[config.mk]
export PLATFORM = sky130hd
export DESIGN_NAME = hdc_cfg_regs
export DESIGN_NICKNAME = d
export VERILOG_FILES = /design/src/design/hdc_pkg.sv /design/src/design/hdc_bemf_gate.sv /design/src/design/hdc_cfg_regs.sv
export VERILOG_INCLUDE_DIRS = /design/src /design/src/design
export SDC_FILE = /design/constraint.sdc
export NUM_CORES = 1
export LEC_CHECK = 0
export BUFFER_PORTS_ARGS = -buffer_cell sky130_fd_sc_hd__clkbuf_2
export CORE_MARGIN = 3
export CORE_UTILIZATION = 57
export DETAILED_ROUTE_END_ITERATION = 10
export PLACE_DENSITY = 0.9
export SYNTH_ARGS = -nofsm -noshare
export SYNTH_HDL_FRONTEND = slang
export SYNTH_HIERARCHICAL = 1
export SYNTH_SLANG_ARGS = --single-unit
[constraint.sdc]
create_clock -name ref_clk_i -period 6.3 [get_ports ref_clk_i]
set_input_delay 0.63 -clock ref_clk_i [delete_from_list [all_inputs] [get_ports ref_clk_i]]
set_output_delay 0.63 -clock ref_clk_i [all_outputs]
set_load 0.005 [all_outputs]
[src/design/hdc_defines.svh]
// Register offsets, field positions and reset values of the haptic config bank
`ifndef HDC_DEFINES_SVH
`define HDC_DEFINES_SVH

`define HDC_OFS_UNLOCK 8'h0D
`define HDC_OFS_FULL_SCALE 8'h12
`define HDC_OFS_SUPPLY_DIS 8'h13
`define HDC_OFS_SKIP_TH 8'h14
`define HDC_OFS_RESTORE_DLY 8'h15

`define HDC_RST_FULL_SCALE 8'h00
`define HDC_RST_SUPPLY_DIS 8'h00
`define HDC_RST_SKIP_TH 7'h00
`define HDC_RST_DELAY 5'h00
`define HDC_RST_RESTORE_DIS 1'b0

`define HDC_BIT_RELEASE 0
`define HDC_BIT_RESTORE_DIS 7
`define HDC_MAG_MSB 6
`define HDC_DELAY_MSB 4
`define HDC_SKIP_MSB 6

// Step sizes: supply code in microvolts, amplitude code as a right shift
`define HDC_STEP_UV 21570
`define HDC_AMP_SHIFT 7

`endif

[src/design/hdc_pkg.sv]
// Types shared by the haptic drive configuration bank
`default_nettype none
package hdc_pkg;

   typedef struct packed {
      logic [7:0] addr;
      logic [7:0] wdata;
      logic wr;
      logic rd;
   } hdc_reg_req_s;

   typedef struct packed {
      logic below_skip;
      logic bemf_enable;
      logic [4:0] skip_left;
   } hdc_bemf_stat_s;

   typedef enum logic [1:0] {
      HDC_RUN = 2'b01,
      HDC_LOCKED = 2'b10
   } hdc_lock_e;

endpackage : hdc_pkg
`default_nettype wire

[src/design/hdc_bemf_gate.sv]
// Back-EMF measurement gating by amplitude threshold and start-up delay
`include "hdc_defines.svh"
`default_nettype none
module hdc_bemf_gate (
   input wire logic ref_clk_i,
   input wire logic rstn_i,
   input wire logic active_i,
   input wire logic half_period_i,
   input wire logic pattern_start_i,
   input wire logic polarity_change_i,
   input wire logic [6:0] magnitude_i,
   input wire logic [6:0] skip_level_i,
   input wire logic [4:0] start_delay_i,
   output hdc_pkg::hdc_bemf_stat_s stat_o
);
   import hdc_pkg::*;

   logic below;
   logic rise;
   logic restart;
   logic below_q;
   logic [4:0] cnt_q;
   logic [4:0] cnt_d;
   logic en_q;

   //---------------------------------------------------------------
   // Skip decision
   //---------------------------------------------------------------
   assign below = magnitude_i < skip_level_i;
   assign rise = below_q & ~below;
   assign restart = pattern_start_i | polarity_change_i | rise;
   assign cnt_d = restart ? start_delay_i :
                  (half_period_i && cnt_q != 5'h00) ? cnt_q - 5'h01 : cnt_q;

   always_ff @(posedge ref_clk_i or negedge rstn_i) begin
      if (!rstn_i) begin
         below_q <= 1'b0;
         cnt_q <= 5'h00;
         en_q <= 1'b0;
      end else begin
         below_q <= below;
         cnt_q <= cnt_d;
         en_q <= active_i & ~below & ~restart & (cnt_d == 5'h00);
      end
   end

   assign stat_o.below_skip = below_q;
   assign stat_o.bemf_enable = en_q;
   assign stat_o.skip_left = cnt_q;

endmodule : hdc_bemf_gate
`default_nettype wire

[src/design/hdc_cfg_regs.sv]
// Haptic drive configuration registers, supply lockout and braking restore
`include "hdc_defines.svh"
`default_nettype none
module hdc_cfg_regs (
   input wire logic ref_clk_i,
   input wire logic rstn_i,
   input wire hdc_pkg::hdc_reg_req_s reg_req_i,
   output logic [7:0] reg_rdata_o,
   input wire logic [7:0] haptic_supply_input_i,
   input wire logic drive_request_i,
   input wire logic [7:0] amplitude_i,
   input wire logic pattern_start_i,
   input wire logic polarity_change_i,
   input wire logic half_period_i,
   input wire logic braking_i,
   input wire logic [4:0] braking_half_period_count_i,
   input wire logic [11:0] initial_frequency_guess_i,
   output logic drive_enable_o,
   output logic [7:0] full_scale_eff_o,
   output logic [7:0] drive_level_o,
   output logic supply_low_interrupt_o,
   output logic haptic_fault_flag_o,
   output logic freq_restore_o,
   output logic [11:0] freq_restore_value_o,
   output logic bemf_enable_o,
   output logic bemf_below_skip_o
);
   import hdc_pkg::*;

   //---------------------------------------------------------------
   // Configuration registers
   //---------------------------------------------------------------
   logic [7:0] full_scale_voltage_q;
   logic [7:0] supply_disable_threshold_q;
   logic [6:0] backemf_skip_level_q;
   logic guess_restore_disable_q;
   logic [4:0] measurement_start_delay_q;

   logic wr_fs;
   logic wr_dis;
   logic wr_skip;
   logic wr_rst;
   logic fault_release_bit;

   assign wr_fs = reg_req_i.wr && reg_req_i.addr == `HDC_OFS_FULL_SCALE;
   assign wr_dis = reg_req_i.wr && reg_req_i.addr == `HDC_OFS_SUPPLY_DIS;
   assign wr_skip = reg_req_i.wr && reg_req_i.addr == `HDC_OFS_SKIP_TH;
   assign wr_rst = reg_req_i.wr && reg_req_i.addr == `HDC_OFS_RESTORE_DLY;
   assign fault_release_bit = reg_req_i.wr &&
      reg_req_i.addr == `HDC_OFS_UNLOCK &&
      reg_req_i.wdata[`HDC_BIT_RELEASE];

   always_ff @(posedge ref_clk_i or negedge rstn_i) begin
      if (!rstn_i) begin
         full_scale_voltage_q <= `HDC_RST_FULL_SCALE;
         supply_disable_threshold_q <= `HDC_RST_SUPPLY_DIS;
         backemf_skip_level_q <= `HDC_RST_SKIP_TH;
         guess_restore_disable_q <= `HDC_RST_RESTORE_DIS;
         measurement_start_delay_q <= `HDC_RST_DELAY;
      end else begin
         if (wr_fs) full_scale_voltage_q <= reg_req_i.wdata;
         if (wr_dis) supply_disable_threshold_q <= reg_req_i.wdata;
         if (wr_skip) begin
            backemf_skip_level_q <= reg_req_i.wdata[`HDC_SKIP_MSB:0];
         end
         if (wr_rst) begin
            guess_restore_disable_q <= reg_req_i.wdata[`HDC_BIT_RESTORE_DIS];
            measurement_start_delay_q <=
               reg_req_i.wdata[`HDC_DELAY_MSB:0];
         end
      end
   end

   //---------------------------------------------------------------
   // Read-back
   //---------------------------------------------------------------
   logic [7:0] rd_mux;
   hdc_lock_e lock_q;

   assign rd_mux =
      (reg_req_i.addr == `HDC_OFS_FULL_SCALE) ? full_scale_voltage_q :
      (reg_req_i.addr == `HDC_OFS_SUPPLY_DIS) ? supply_disable_threshold_q :
      (reg_req_i.addr == `HDC_OFS_SKIP_TH) ? {1'b0, backemf_skip_level_q} :
      (reg_req_i.addr == `HDC_OFS_RESTORE_DLY) ?
         {guess_restore_disable_q, 2'b00, measurement_start_delay_q} :
      (reg_req_i.addr == `HDC_OFS_UNLOCK) ?
         {7'h00, lock_q == HDC_LOCKED} : 8'h00;

   always_ff @(posedge ref_clk_i or negedge rstn_i) begin
      if (!rstn_i) reg_rdata_o <= 8'h00;
      else if (reg_req_i.rd) reg_rdata_o <= rd_mux;
   end

   //---------------------------------------------------------------
   // Full scale and amplitude scaling
   //---------------------------------------------------------------
   logic [7:0] fs_eff;
   logic [14:0] level_prod;

   assign fs_eff = (full_scale_voltage_q < haptic_supply_input_i) ?
      full_scale_voltage_q : haptic_supply_input_i;
   assign level_prod = fs_eff * amplitude_i[`HDC_MAG_MSB:0];

   always_ff @(posedge ref_clk_i or negedge rstn_i) begin
      if (!rstn_i) begin
         full_scale_eff_o <= 8'h00;
         drive_level_o <= 8'h00;
      end else begin
         full_scale_eff_o <= fs_eff;
         drive_level_o <= level_prod[14:`HDC_AMP_SHIFT];
      end
   end

   //---------------------------------------------------------------
   // Supply lockout
   //---------------------------------------------------------------
   logic supply_low;
   hdc_lock_e lock_d;

   assign supply_low = haptic_supply_input_i < supply_disable_threshold_q;

   always_comb begin
      case (lock_q)
         HDC_RUN: lock_d = supply_low ? HDC_LOCKED : HDC_RUN;
         HDC_LOCKED: begin
            // Set wins over release while the supply is still low
            lock_d = (fault_release_bit && !supply_low) ?
               HDC_RUN : HDC_LOCKED;
         end
         default: lock_d = HDC_LOCKED;
      endcase
   end

   always_ff @(posedge ref_clk_i or negedge rstn_i) begin
      if (!rstn_i) begin
         lock_q <= HDC_RUN;
         supply_low_interrupt_o <= 1'b0;
      end else begin
         lock_q <= lock_d;
         supply_low_interrupt_o <= lock_q == HDC_RUN &&
            lock_d == HDC_LOCKED;
      end
   end

   assign haptic_fault_flag_o = lock_q == HDC_LOCKED;
   assign drive_enable_o = drive_request_i && lock_q == HDC_RUN;

   //---------------------------------------------------------------
   // Braking half-period count and frequency restore
   //---------------------------------------------------------------
   logic [4:0] brk_cnt_q;
   logic brk_done;

   assign brk_done = braking_i && half_period_i &&
      brk_cnt_q + 5'h01 >= braking_half_period_count_i;

   always_ff @(posedge ref_clk_i or negedge rstn_i) begin
      if (!rstn_i) begin
         brk_cnt_q <= 5'h00;
         freq_restore_o <= 1'b0;
         freq_restore_value_o <= 12'h000;
      end else begin
         if (!braking_i || brk_done) brk_cnt_q <= 5'h00;
         else if (half_period_i) brk_cnt_q <= brk_cnt_q + 5'h01;
         freq_restore_o <= brk_done && !guess_restore_disable_q;
         if (brk_done && !guess_restore_disable_q) begin
            freq_restore_value_o <= initial_frequency_guess_i;
         end
      end
   end

   //---------------------------------------------------------------
   // Back-EMF gating
   //---------------------------------------------------------------
   hdc_bemf_stat_s bemf_stat;

   hdc_bemf_gate u_bemf_gate (
      .ref_clk_i(ref_clk_i),
      .rstn_i(rstn_i),
      .active_i(drive_enable_o),
      .half_period_i(half_period_i),
      .pattern_start_i(pattern_start_i),
      .polarity_change_i(polarity_change_i),
      .magnitude_i(amplitude_i[`HDC_MAG_MSB:0]),
      .skip_level_i(backemf_skip_level_q),
      .start_delay_i(measurement_start_delay_q),
      .stat_o(bemf_stat)
   );

   assign bemf_enable_o = bemf_stat.bemf_enable;
   assign bemf_below_skip_o = bemf_stat.below_skip;

endmodule : hdc_cfg_regs
`default_nettype wire

==> qor.yml, run 1 <==
outcome:
  status: "finished clean"
placed_design:
  place_area_sq_um: 6500
  io_buffer_count: 98
  routabilityCongestion: 0.890
  dp_hpwl_um: 10900
pwr:
  cellInternalPower_w: 0.000960
  p_per_area_nw_per_um2: 206
  p_total_w: 0.00138
  power_frac_comb: 0.250
  seq_power_share: 0.438
  max-vdd-ir-drop_mv: 0.129
  p_sw_frac: 0.306
  p_switching_w: 0.000424
  total_leakage_power_nw: 3.59
  clkPwrFrac: 0.312
drt:
  wire_per_inst_um: 17.8
  vias_per_cell: 5.85
  drt_wl_total_um: 14200
  drc: 0
  vias: 4691
  drt_first_pass_iters: 7
  drtIter0Drc: 372
  drtAntennaViolNets: 0
clock_tree:
  cts_max_level: 3
  cts_setup_buffers: 0
  cts.clk_slew.worst_paths_ns: 0.08
  cts.sinks: 81
  cts_tree: "built"
  cts-root-buf: "clkbuf_8"
  clockBufferDepth: 2
  numCtsBuffers: 9
  clk_latency_ns: 0.37
timing:
  relSlewSlack: 0.315
  hold_viol_final: 0
  rsz0062_at_grt: "false"
  fin_crit_sh: 0.958
  tightest_slew_ns: 1.03
  setup_tns_ns: 0
  min_period_ns: 6.04
  fmaxAchievable_mhz: 166
  finalMaxSlewViolations: 0
  clock-skew-final_ns: 0.0146
  setup_violations: 0
critical_path:
  crit_path_end_kind: "register"
  startpoint: "haptic_supply_input_i[5]"
  required_ns: 6.57
  arrival_ns: 6.31
  rr_startpoint: "full_scale_voltage_q[5]"
  worst-path-max-fanout: 11
  cp-start-kind: "input pin"
  r2r_slack_ns: 0.28
  crit_type: "input pin to register"
die:
  die_y_um: 107
  dieArea_sq_um: 11500
  core_sq_um: 9860
  core.rowCount: 36
  ioPinCount: 100
  start_util: 0.590
  fp.dieW_um: 107
cells_and_area:
  nets: 811
  fillerInstances: 682
  final_area_sq_um: 6720
  drive_gt1_frac: 0.266
  antennaDiodeCount: 0
  synthToLayoutAreaGrowth_pct: 15.5
yosys:
  netlist_instances: 556
  ys.flop_type: "dfrtp_1"
  synth-seq-cells: 81
  async_flop_share: 1.00
  avgSynthCellArea_sq_um: 10.5
  synth_edf_count: 0
  netlist_area_sq_um: 5820
  synth_fp_nets: 703
  ys_seq_area_frac: 0.348
  yosysUniqueCellTypes: 57
  ys_warn_count: 6
job:
  drv_cap: 0
global_routing:
  grt_max_degree: 82
  grt_first_pass_wirelength_um: 23300
  grt_pass1_vias: 4764
  track_usage: 0.259
  grt_overflow: 0
  antenna_found_initial: 0
min_path:
  hold_path.class: "input pin to asynchronous set/reset pin"
per-stage QoR:
step | util | hold slack [ns] | setup slack, ns | std cells
2_1_floorplan | - | 0.334 | 0.437 | 556
3_3_place_gp | 0.659 | 0.487 | 0.242 | 786
3_5_place_dp | 0.659 | 0.502 | -0.00326 | 786
4_1_cts | 0.681 | 0.462 | 0.291 | 802
5_1_grt | 0.682 | 0.486 | 0.0639 | 802
6_report | 0.682 | 0.424 | 0.262 | 802
cell type report:
cell class	instances	area [sq um]	area share
multi-input combinational	396	3490	0.519
tap	133	166	0.0248
inverter	69	259	0.0385
timing repair buffer	107	561	0.0834
clock inverter	6	91.3	0.0136
sequential	81	2030	0.302
clock buffer	10	128	0.0190
synth_stat cells (10+ instances only):
cell / instances / area, sq um
ha_1: 61 / 763
inv_1: 69 / 259
nand2_1: 36 / 135
mux2_2: 41 / 462
nand3_1: 10 / 50.1
a22oi_1: 10 / 75.1
nor2_1: 21 / 78.8
fa_1: 28 / 561
and2_1: 18 / 113
nor2b_1: 34 / 213
a21oi_1: 19 / 95.1
dfrtp_1: 80 / 2000
o21ai_0: 14 / 70.1
registers in the layout, summed over array words and instances (netlist names):
name	flops
full_scale_eff_o	8
u_bemf_gate/below_q	1
supply_disable_threshold_q	8
supply_low_interrupt_o	1
reg_rdata_o	8
u_bemf_gate/cnt_q	5
lock_q	2
full_scale_voltage_q	8
measurement_start_delay_q	5
freq_restore_o	1
guess_restore_disable_q	1
u_bemf_gate/en_q	1
drive_level_o	8
freq_restore_value_o	12
brk_cnt_q	5
backemf_skip_level_q	7
kinds of logic (layout without fill, tap and decap cells):
kind of cell	count (synthesis)	after routing	share of synthesized area
XOR/XNOR	13	13	0.0196
AO/OA/AOI/OAI	90	90	0.107
AND/OR/NAND/NOR	151	151	0.140
flip-flops	81	81	0.348
adder cells (fa/ha/maj)	89	89	0.227
buffers and inverters	79	192	0.0527
multiplexers	53	53	0.104
power by group through the flow:
stage               combinational [W]  clock [W]  sequential (W)
global route                 0.000387   0.000456        0.000613
detailed placement           0.000344          0        0.000616
finish                       0.000346   0.000431        0.000607
CTS                          0.000347   0.000436        0.000606
floorplan                    0.000201          0        0.000615
global placement             0.000321          0        0.000611
timing repair:
item,in CTS,in global routing
gates resized for setup,0,1
setup endpoints to repair,0,1
hold buffers,0,0
critical path, cell delays in order:
cell	delay, ns
clkbuf_2	0.12
inv_1	0.06
ha_1	0.30
a21oi_1	0.19
o21ai_0	0.20
a21oi_1	0.18
buf_4	0.22
mux2i_2	0.42
nor2b_1	0.13
fa_1	0.50
fa_1	0.52
fa_1	0.55
inv_1	0.06
fa_1	0.52
inv_1	0.04
ha_1	0.37
a21oi_1	0.19
o21ai_0	0.11
a21oi_1	0.33
o21ai_0	0.14
o311a_1	0.32
a31oi_1	0.20
per-layer routing:
layer,vias to the layer above,routed length [um],GRT usage
li1,2114,-,-
met1,2331,5720,0.340
met2,207,7130,0.431
met3,39,949,0.0379
met4,0,448,0.104
met5,-,0,0
layout by cell type (no fill, tap or decap), drive strengths merged, types with 4 or more instances in the layout:
cell | netlist | final
buf | 5 | 10
mux2 | 46 | 46
a31oi | 9 | 9
inv | 69 | 70
a21oi | 19 | 19
nand4 | 7 | 7
nor2b | 34 | 34
and2 | 18 | 18
xor2 | 5 | 5
ha | 61 | 61
fa | 28 | 28
nand3 | 10 | 10
a21o | 7 | 7
nor3 | 4 | 4
nor2 | 21 | 21
nand2b | 9 | 9
o21a | 4 | 4
a22oi | 10 | 10
xnor2 | 8 | 8
a21boi | 5 | 5
nand2 | 36 | 36
clkbuf | 5 | 107
o21ai | 21 | 21
dfrtp | 80 | 80
mux2i | 7 | 7
final timing paths:
| kind | endpoint | cells after the start |
|---|---|---|
| setup / recovery | drive_level_o[6] | 22 |
| min in group ref_clk_i | freq_restore_value_o[1] | 2 |
| hold / removal | drive_level_o[5] | 1 |
| hold reg to reg | freq_restore_value_o[2] | 1 |
| setup reg to reg | drive_level_o[6] | 20 |
| max in group asynchronous | full_scale_eff_o[3] | 1 |
No activity file was read; power rests on OpenSTA's default activity.
==> inputs of run 2 (changes only) <==
CAP_MARGIN = 20   (was unset)
SETUP_SLACK_MARGIN = 0.5   (was unset)
==> run 2 against run 1 <==
  * Clock skew down 0.0076 ns
  * Worst setup slack improved by 0.37 ns
  * Die area did not move
  * Total power fell by 2.5%
  * Sequential power is essentially flat
  * Largest power group unchanged
==> qor.yml, run 2 (synthesis gave the netlist of run 1 again) <==
timing:
  setup_violations: 0
  finalMaxSlewViolations: 0
  relSlewSlack: 0.339
  min_period_ns: 5.67
  hold_viol_final: 0
  fmaxAchievable_mhz: 176
  rsz0062_at_grt: "true"
  fin_crit_sh: 0.900
  clock-skew-final_ns: 0.00701
  setup_tns_ns: 0
  tightest_slew_ns: 0.990
die:
  fp.dieW_um: 107
  die_y_um: 107
  core_sq_um: 9860
  ioPinCount: 100
  start_util: 0.590
  core.rowCount: 36
  dieArea_sq_um: 11500
critical_path:
  worst-path-buf-inv: 6
  cpMostUsedCell: "fa_1"
  r2r_end: "drive_level_o[6]"
  rr_startpoint: "full_scale_voltage_q[1]"
  worst-path-max-fanout: 6
  r2r_slack_ns: 0.63
  required_ns: 6.59
  cpPeakStageDelay_ns: 0.61
  startpoint: "haptic_supply_input_i[2]"
  cp.depth: 22
  arrival_ns: 5.96
  cp-start-kind: "input pin"
  crit_end: "drive_level_o[6]"
  cp_slowest_cell: "fa_1"
  r2r_cells: 20
  crit_chain: "clkbuf_2 -> inv_1 -> ha_1 -> a2111o_1 -> a21oi_4 -> buf_4 -> mux2i_4 -> buf_4 -> inv_1 -> nand2_1 -> fa_1 -> fa_1 -> inv_1 -> fa_1 -> fa_1 -> ha_4 -> nand2_1 -> o21ai_1 -> a21oi_2 -> o21ai_0 -> o311a_1 -> a31oi_1"
  crit_path_end_kind: "register"
  crit_type: "input pin to register"
  cp_top_family: "adder cells"
drt:
  wl_met3_um: 870
  wire_per_inst_um: 18.5
  wl_met2_um: 7520
  wirelength_met1_um: 6030
  drtIter0Drc: 514
  topRoutingLayerUsed: "met4"
  vias_per_cell: 5.81
  drt_wl_total_um: 14900
  drc: 0
  vias: 4672
  drt_first_pass_iters: 6
  drtAntennaViolNets: 0
placed_design:
  routabilityCongestion: 0.895
  io_buffer_count: 98
  place_area_sq_um: 6530
  dp_hpwl_um: 11100
clock_tree:
  cts-root-buf: "clkbuf_8"
  clk_latency_ns: 0.37
  cts_max_level: 3
  numCtsBuffers: 9
  cts_tree: "built"
  postCtsHoldBufs: 0
  cts.sinks: 81
  cts.clk_slew.worst_paths_ns: 0.09
  clockBufferDepth: 2
cells_and_area:
  layout_commonest_cell: "clkbuf_2"
  antennaDiodeCount: 0
  synthToLayoutAreaGrowth_pct: 16.9
  largest_reg_flops: 12
  regMostFlops: "freq_restore_value_o"
  final_cell_mix: "clkbuf_2, dfrtp_1, inv_1, ha_1, mux2_2"
  drive_gt1_frac: 0.288
  final_area_sq_um: 6800
  nets: 813
global_routing:
  antenna_found_initial: 0
  grt_overflow: 0
  grt_pass1_vias: 4838
  grt_first_pass_wirelength_um: 23400
  grt_max_degree: 82
  track_usage: 0.258
min_path:
  hold_path.class: "input pin to asynchronous set/reset pin"
pwr:
  total_leakage_power_nw: 3.57
  p_per_area_nw_per_um2: 199
  max-vdd-ir-drop_mv: 0.115
outcome:
  status: "finished clean"
job:
  drv_cap: 0
[run 2: changes by cell type in the layout (fill, tap and decap cells not counted), moves of 3 or more]
cell     delta
a21oi_1     -5
a21oi_2     +4
mux2i_1     -3
o21ai_0     -3
o21ai_1     +3
[run 2: metal layers]
metal | track usage | vias up
li1 | - | 2120
met1 | 0.329 | 2318
met2 | 0.434 | 192
met3 | 0.0542 | 42
met4 | 0.0932 | 0
met5 | 0 | -
[run 2: area by class of cell]
type                            count  area [sq um]
Clock buffer                       10           138
Clock inverter                      6          47.5
Fill cell                         662          3060
Inverter                           69           259
Multi-Input combinational cell    396          3570
Sequential cell                    81          2030
Tap cell                          133           166
Timing Repair Buffer              109           596
[run 2: worst min path at each step]
| stage | end | slack, ns |
|---|---|---|
| 6_report | brk_cnt_q[4] | 0.17 |
| 5_1_grt | brk_cnt_q[4] | 0.18 |
| 4_1_cts | full_scale_eff_o[0] | 0.46 |
| 3_5_place_dp | freq_restore_value_o[7] | 0.50 |
| 3_3_place_gp | freq_restore_value_o[4] | 0.49 |
| 2_1_floorplan | backemf_skip_level_q[0] | 0.33 |
[run 2: power breakdown]
part	internal [W]	leakage (nW)	switching [W]	total, W
clock	0.000160	0.0994	0.000216	0.000376
combinational	0.000170	2.39	0.000195	0.000366
sequential	0.000575	1.08	0.0000336	0.000608
total	0.000905	3.57	0.000446	0.00135
[run 2: per-stage QoR]
| stage | hold WS, ns | worst slack, ns | total power [W] | std cells | utilization |
|---|---|---|---|---|---|
| final | 0.170 | 0.631 | 0.00135 | 804 | 0.689 |
| after detailed placement | 0.499 | 0.0878 | 0.000964 | 787 | 0.662 |
| after floorplan | 0.334 | 0.533 | 0.000818 | 556 | - |
| after global routing | 0.181 | 0.413 | 0.00142 | 804 | 0.689 |
| after CTS | 0.461 | 0.508 | 0.00134 | 803 | 0.681 |
| after global placement | 0.488 | 0.230 | 0.000935 | 787 | 0.662 |
[run 2: timing repair]
action | in CTS | in global routing
buffers inserted | 0 | 0
endpoints found under the setup margin | 1 | 6
pin swaps | 0 | 2
gates resized for setup | 2 | 13
==> inputs of run 3 (changes only) <==
CORE_UTILIZATION = 60   (was 57)
GPL_ROUTABILITY_DRIVEN = 0   (was unset)
PLACE_DENSITY = 0.94   (was 0.9)
clock period = 7.3 ns   (was 6.3 ns; I/O delays follow)
==> run 3 against run 2 <==
  * Routed wire length rose by 4.3%
  * Final area decreased by 1.5%
  * Clock skew is 0.0039 ns higher
  * Sequential cell count is the same
  * Count of clock-buffer cells in the layout down 1
  * Worst setup slack better by 0.37 ns
  * Core utilization is 2.9 points higher
  * Sequential share of layout area up 0.43 points
  * Largest cell class unchanged
  * Largest power group unchanged
  * Register-to-register slack better by 0.48 ns
  * First-iteration DRC count shrank 20%
  * Global-route usage is 3.5 points higher
  * Total power decreased by 12%
==> qor.yml, run 3 (synthesis gave the netlist of run 1 again) <==
cells_and_area:
  final_core_util: 0.718
  antennaDiodeCount: 0
  synthToLayoutAreaGrowth_pct: 15.1
  fillerInstances: 615
  largest_reg_flops: 12
  nets: 809
  final_area_sq_um: 6700
  drive_gt1_frac: 0.267
  final_cell_mix: "clkbuf_2, dfrtp_1, inv_1, ha_1, mux2_2"
  regMostFlops: "freq_restore_value_o"
  layout_commonest_cell: "clkbuf_2"
drt:
  vias_per_cell: 6.02
  drt_wl_total_um: 15500
  vias: 4793
  wire_per_inst_um: 19.5
  drc: 0
  drtIter0Drc: 413
  drtAntennaViolNets: 0
  drt_first_pass_iters: 5
die:
  core_sq_um: 9330
  ioPinCount: 100
  start_util: 0.624
  die_y_um: 104
  core.rowCount: 35
  dieArea_sq_um: 10900
  fp.dieW_um: 104
global_routing:
  grt_max_degree: 82
  grt_pass1_vias: 5124
  grt_first_pass_wirelength_um: 25500
  grt_overflow: 0
  track_usage: 0.293
  antenna_found_initial: 0
critical_path:
  worst-path-max-fanout: 6
  cp-start-kind: "input pin"
  r2r_end: "drive_level_o[6]"
  crit_path_end_kind: "register"
  r2r_slack_ns: 1.11
  arrival_ns: 6.57
  startpoint: "haptic_supply_input_i[1]"
  r2r_cells: 19
  crit_type: "input pin to register"
  rr_startpoint: "full_scale_voltage_q[1]"
  required_ns: 7.57
timing:
  setup_tns_ns: 0
  rsz0062_at_grt: "false"
  setup_violations: 0
  fin_crit_sh: 0.863
  relSlewSlack: 0.320
  finalMaxSlewViolations: 0
  hold_viol_final: 0
  fmaxAchievable_mhz: 159
  clock-skew-final_ns: 0.0109
  tightest_slew_ns: 1.02
  min_period_ns: 6.30
placed_design:
  place_area_sq_um: 6470
  dp_hpwl_um: 11100
  io_buffer_count: 98
min_path:
  hold_path.class: "input pin to asynchronous set/reset pin"
clock_tree:
  cts-root-buf: "clkbuf_8"
  cts.sinks: 81
  cts_tree: "built"
  numCtsBuffers: 9
  cts_setup_buffers: 0
  postCtsHoldBufs: 0
  clockBufferDepth: 2
  clk_latency_ns: 0.37
  cts_max_level: 3
  cts.clk_slew.worst_paths_ns: 0.10
outcome:
  status: "finished clean"
pwr:
  total_leakage_power_nw: 3.56
  p_per_area_nw_per_um2: 176
  max-vdd-ir-drop_mv: 0.103
job:
  drv_cap: 0
-- run 3: power breakdown --
part | switching [W] | total [W] | internal, W
Clock | 0.000188 | 0.000350 | 0.000161
Combinational | 0.000167 | 0.000305 | 0.000138
Sequential | 0.0000320 | 0.000528 | 0.000496
-- run 3: cell type report --
class                      instances  area [sq um]  share of cell area
clock buffer                       9           124              0.0185
clock inverter                     7          76.3              0.0114
inverter                          69           259              0.0387
multi-input combinational        396          3490               0.521
sequential                        81          2030               0.303
tap                              129           161              0.0241
timing repair buffer             105           558              0.0833
-- run 3: how the worst max path moves through the flow --
stage | cells after the start | slack [ns] | end
6_report | 21 | 1.00 | drive_level_o[6]
5_1_grt | 22 | 0.65 | drive_level_o[6]
4_1_cts | 21 | 0.98 | drive_level_o[6]
3_5_place_dp | 21 | 0.68 | drive_level_o[6]
3_3_place_gp | 21 | 0.89 | drive_level_o[6]
2_1_floorplan | 20 | 1.34 | drive_level_o[6]
-- run 3: critical path: stages --
cell and delay (ns):
clkbuf_2 0.15, inv_1 0.06, ha_1 0.29, a2111o_1 0.42, a21oi_1 0.23, buf_4 0.20, mux2i_2 0.45, nor2b_1 0.14
fa_1 0.53, fa_1 0.53, fa_1 0.57, inv_1 0.07, fa_1 0.54, inv_1 0.04, ha_1 0.37, a21oi_1 0.19
o21ai_0 0.11, a21oi_1 0.33, o21ai_0 0.14, o311a_1 0.30, a31oi_1 0.18
-- run 3: what timing repair did --
action	CTS	global route
setup endpoints to repair	0	1
gates resized for setup	0	2
endpoints found under the hold margin	0	0
-- run 3: metal layers --
metal	global-route usage	vias to the layer above	part of all wire
li1	-	2113	-
met3	0.0621	70	0.073
met4	0.147	0	0.044
met5	0	-	0
met2	0.492	265	0.50
met1	0.357	2345	0.38
-- run 3: metrics by stage --
| stage | setup WS, ns | hold slack, ns | instances | power, W |
|---|---|---|---|---|
| global route | 0.650 | 0.366 | 796 | 0.00124 |
| global placement | 0.886 | 0.488 | 779 | 0.000801 |
| floorplan | 1.34 | 0.434 | 556 | 0.000704 |
| finish | 1.00 | 0.322 | 796 | 0.00118 |
| CTS | 0.980 | 0.524 | 795 | 0.00118 |
| detailed placement | 0.681 | 0.496 | 779 | 0.000828 |
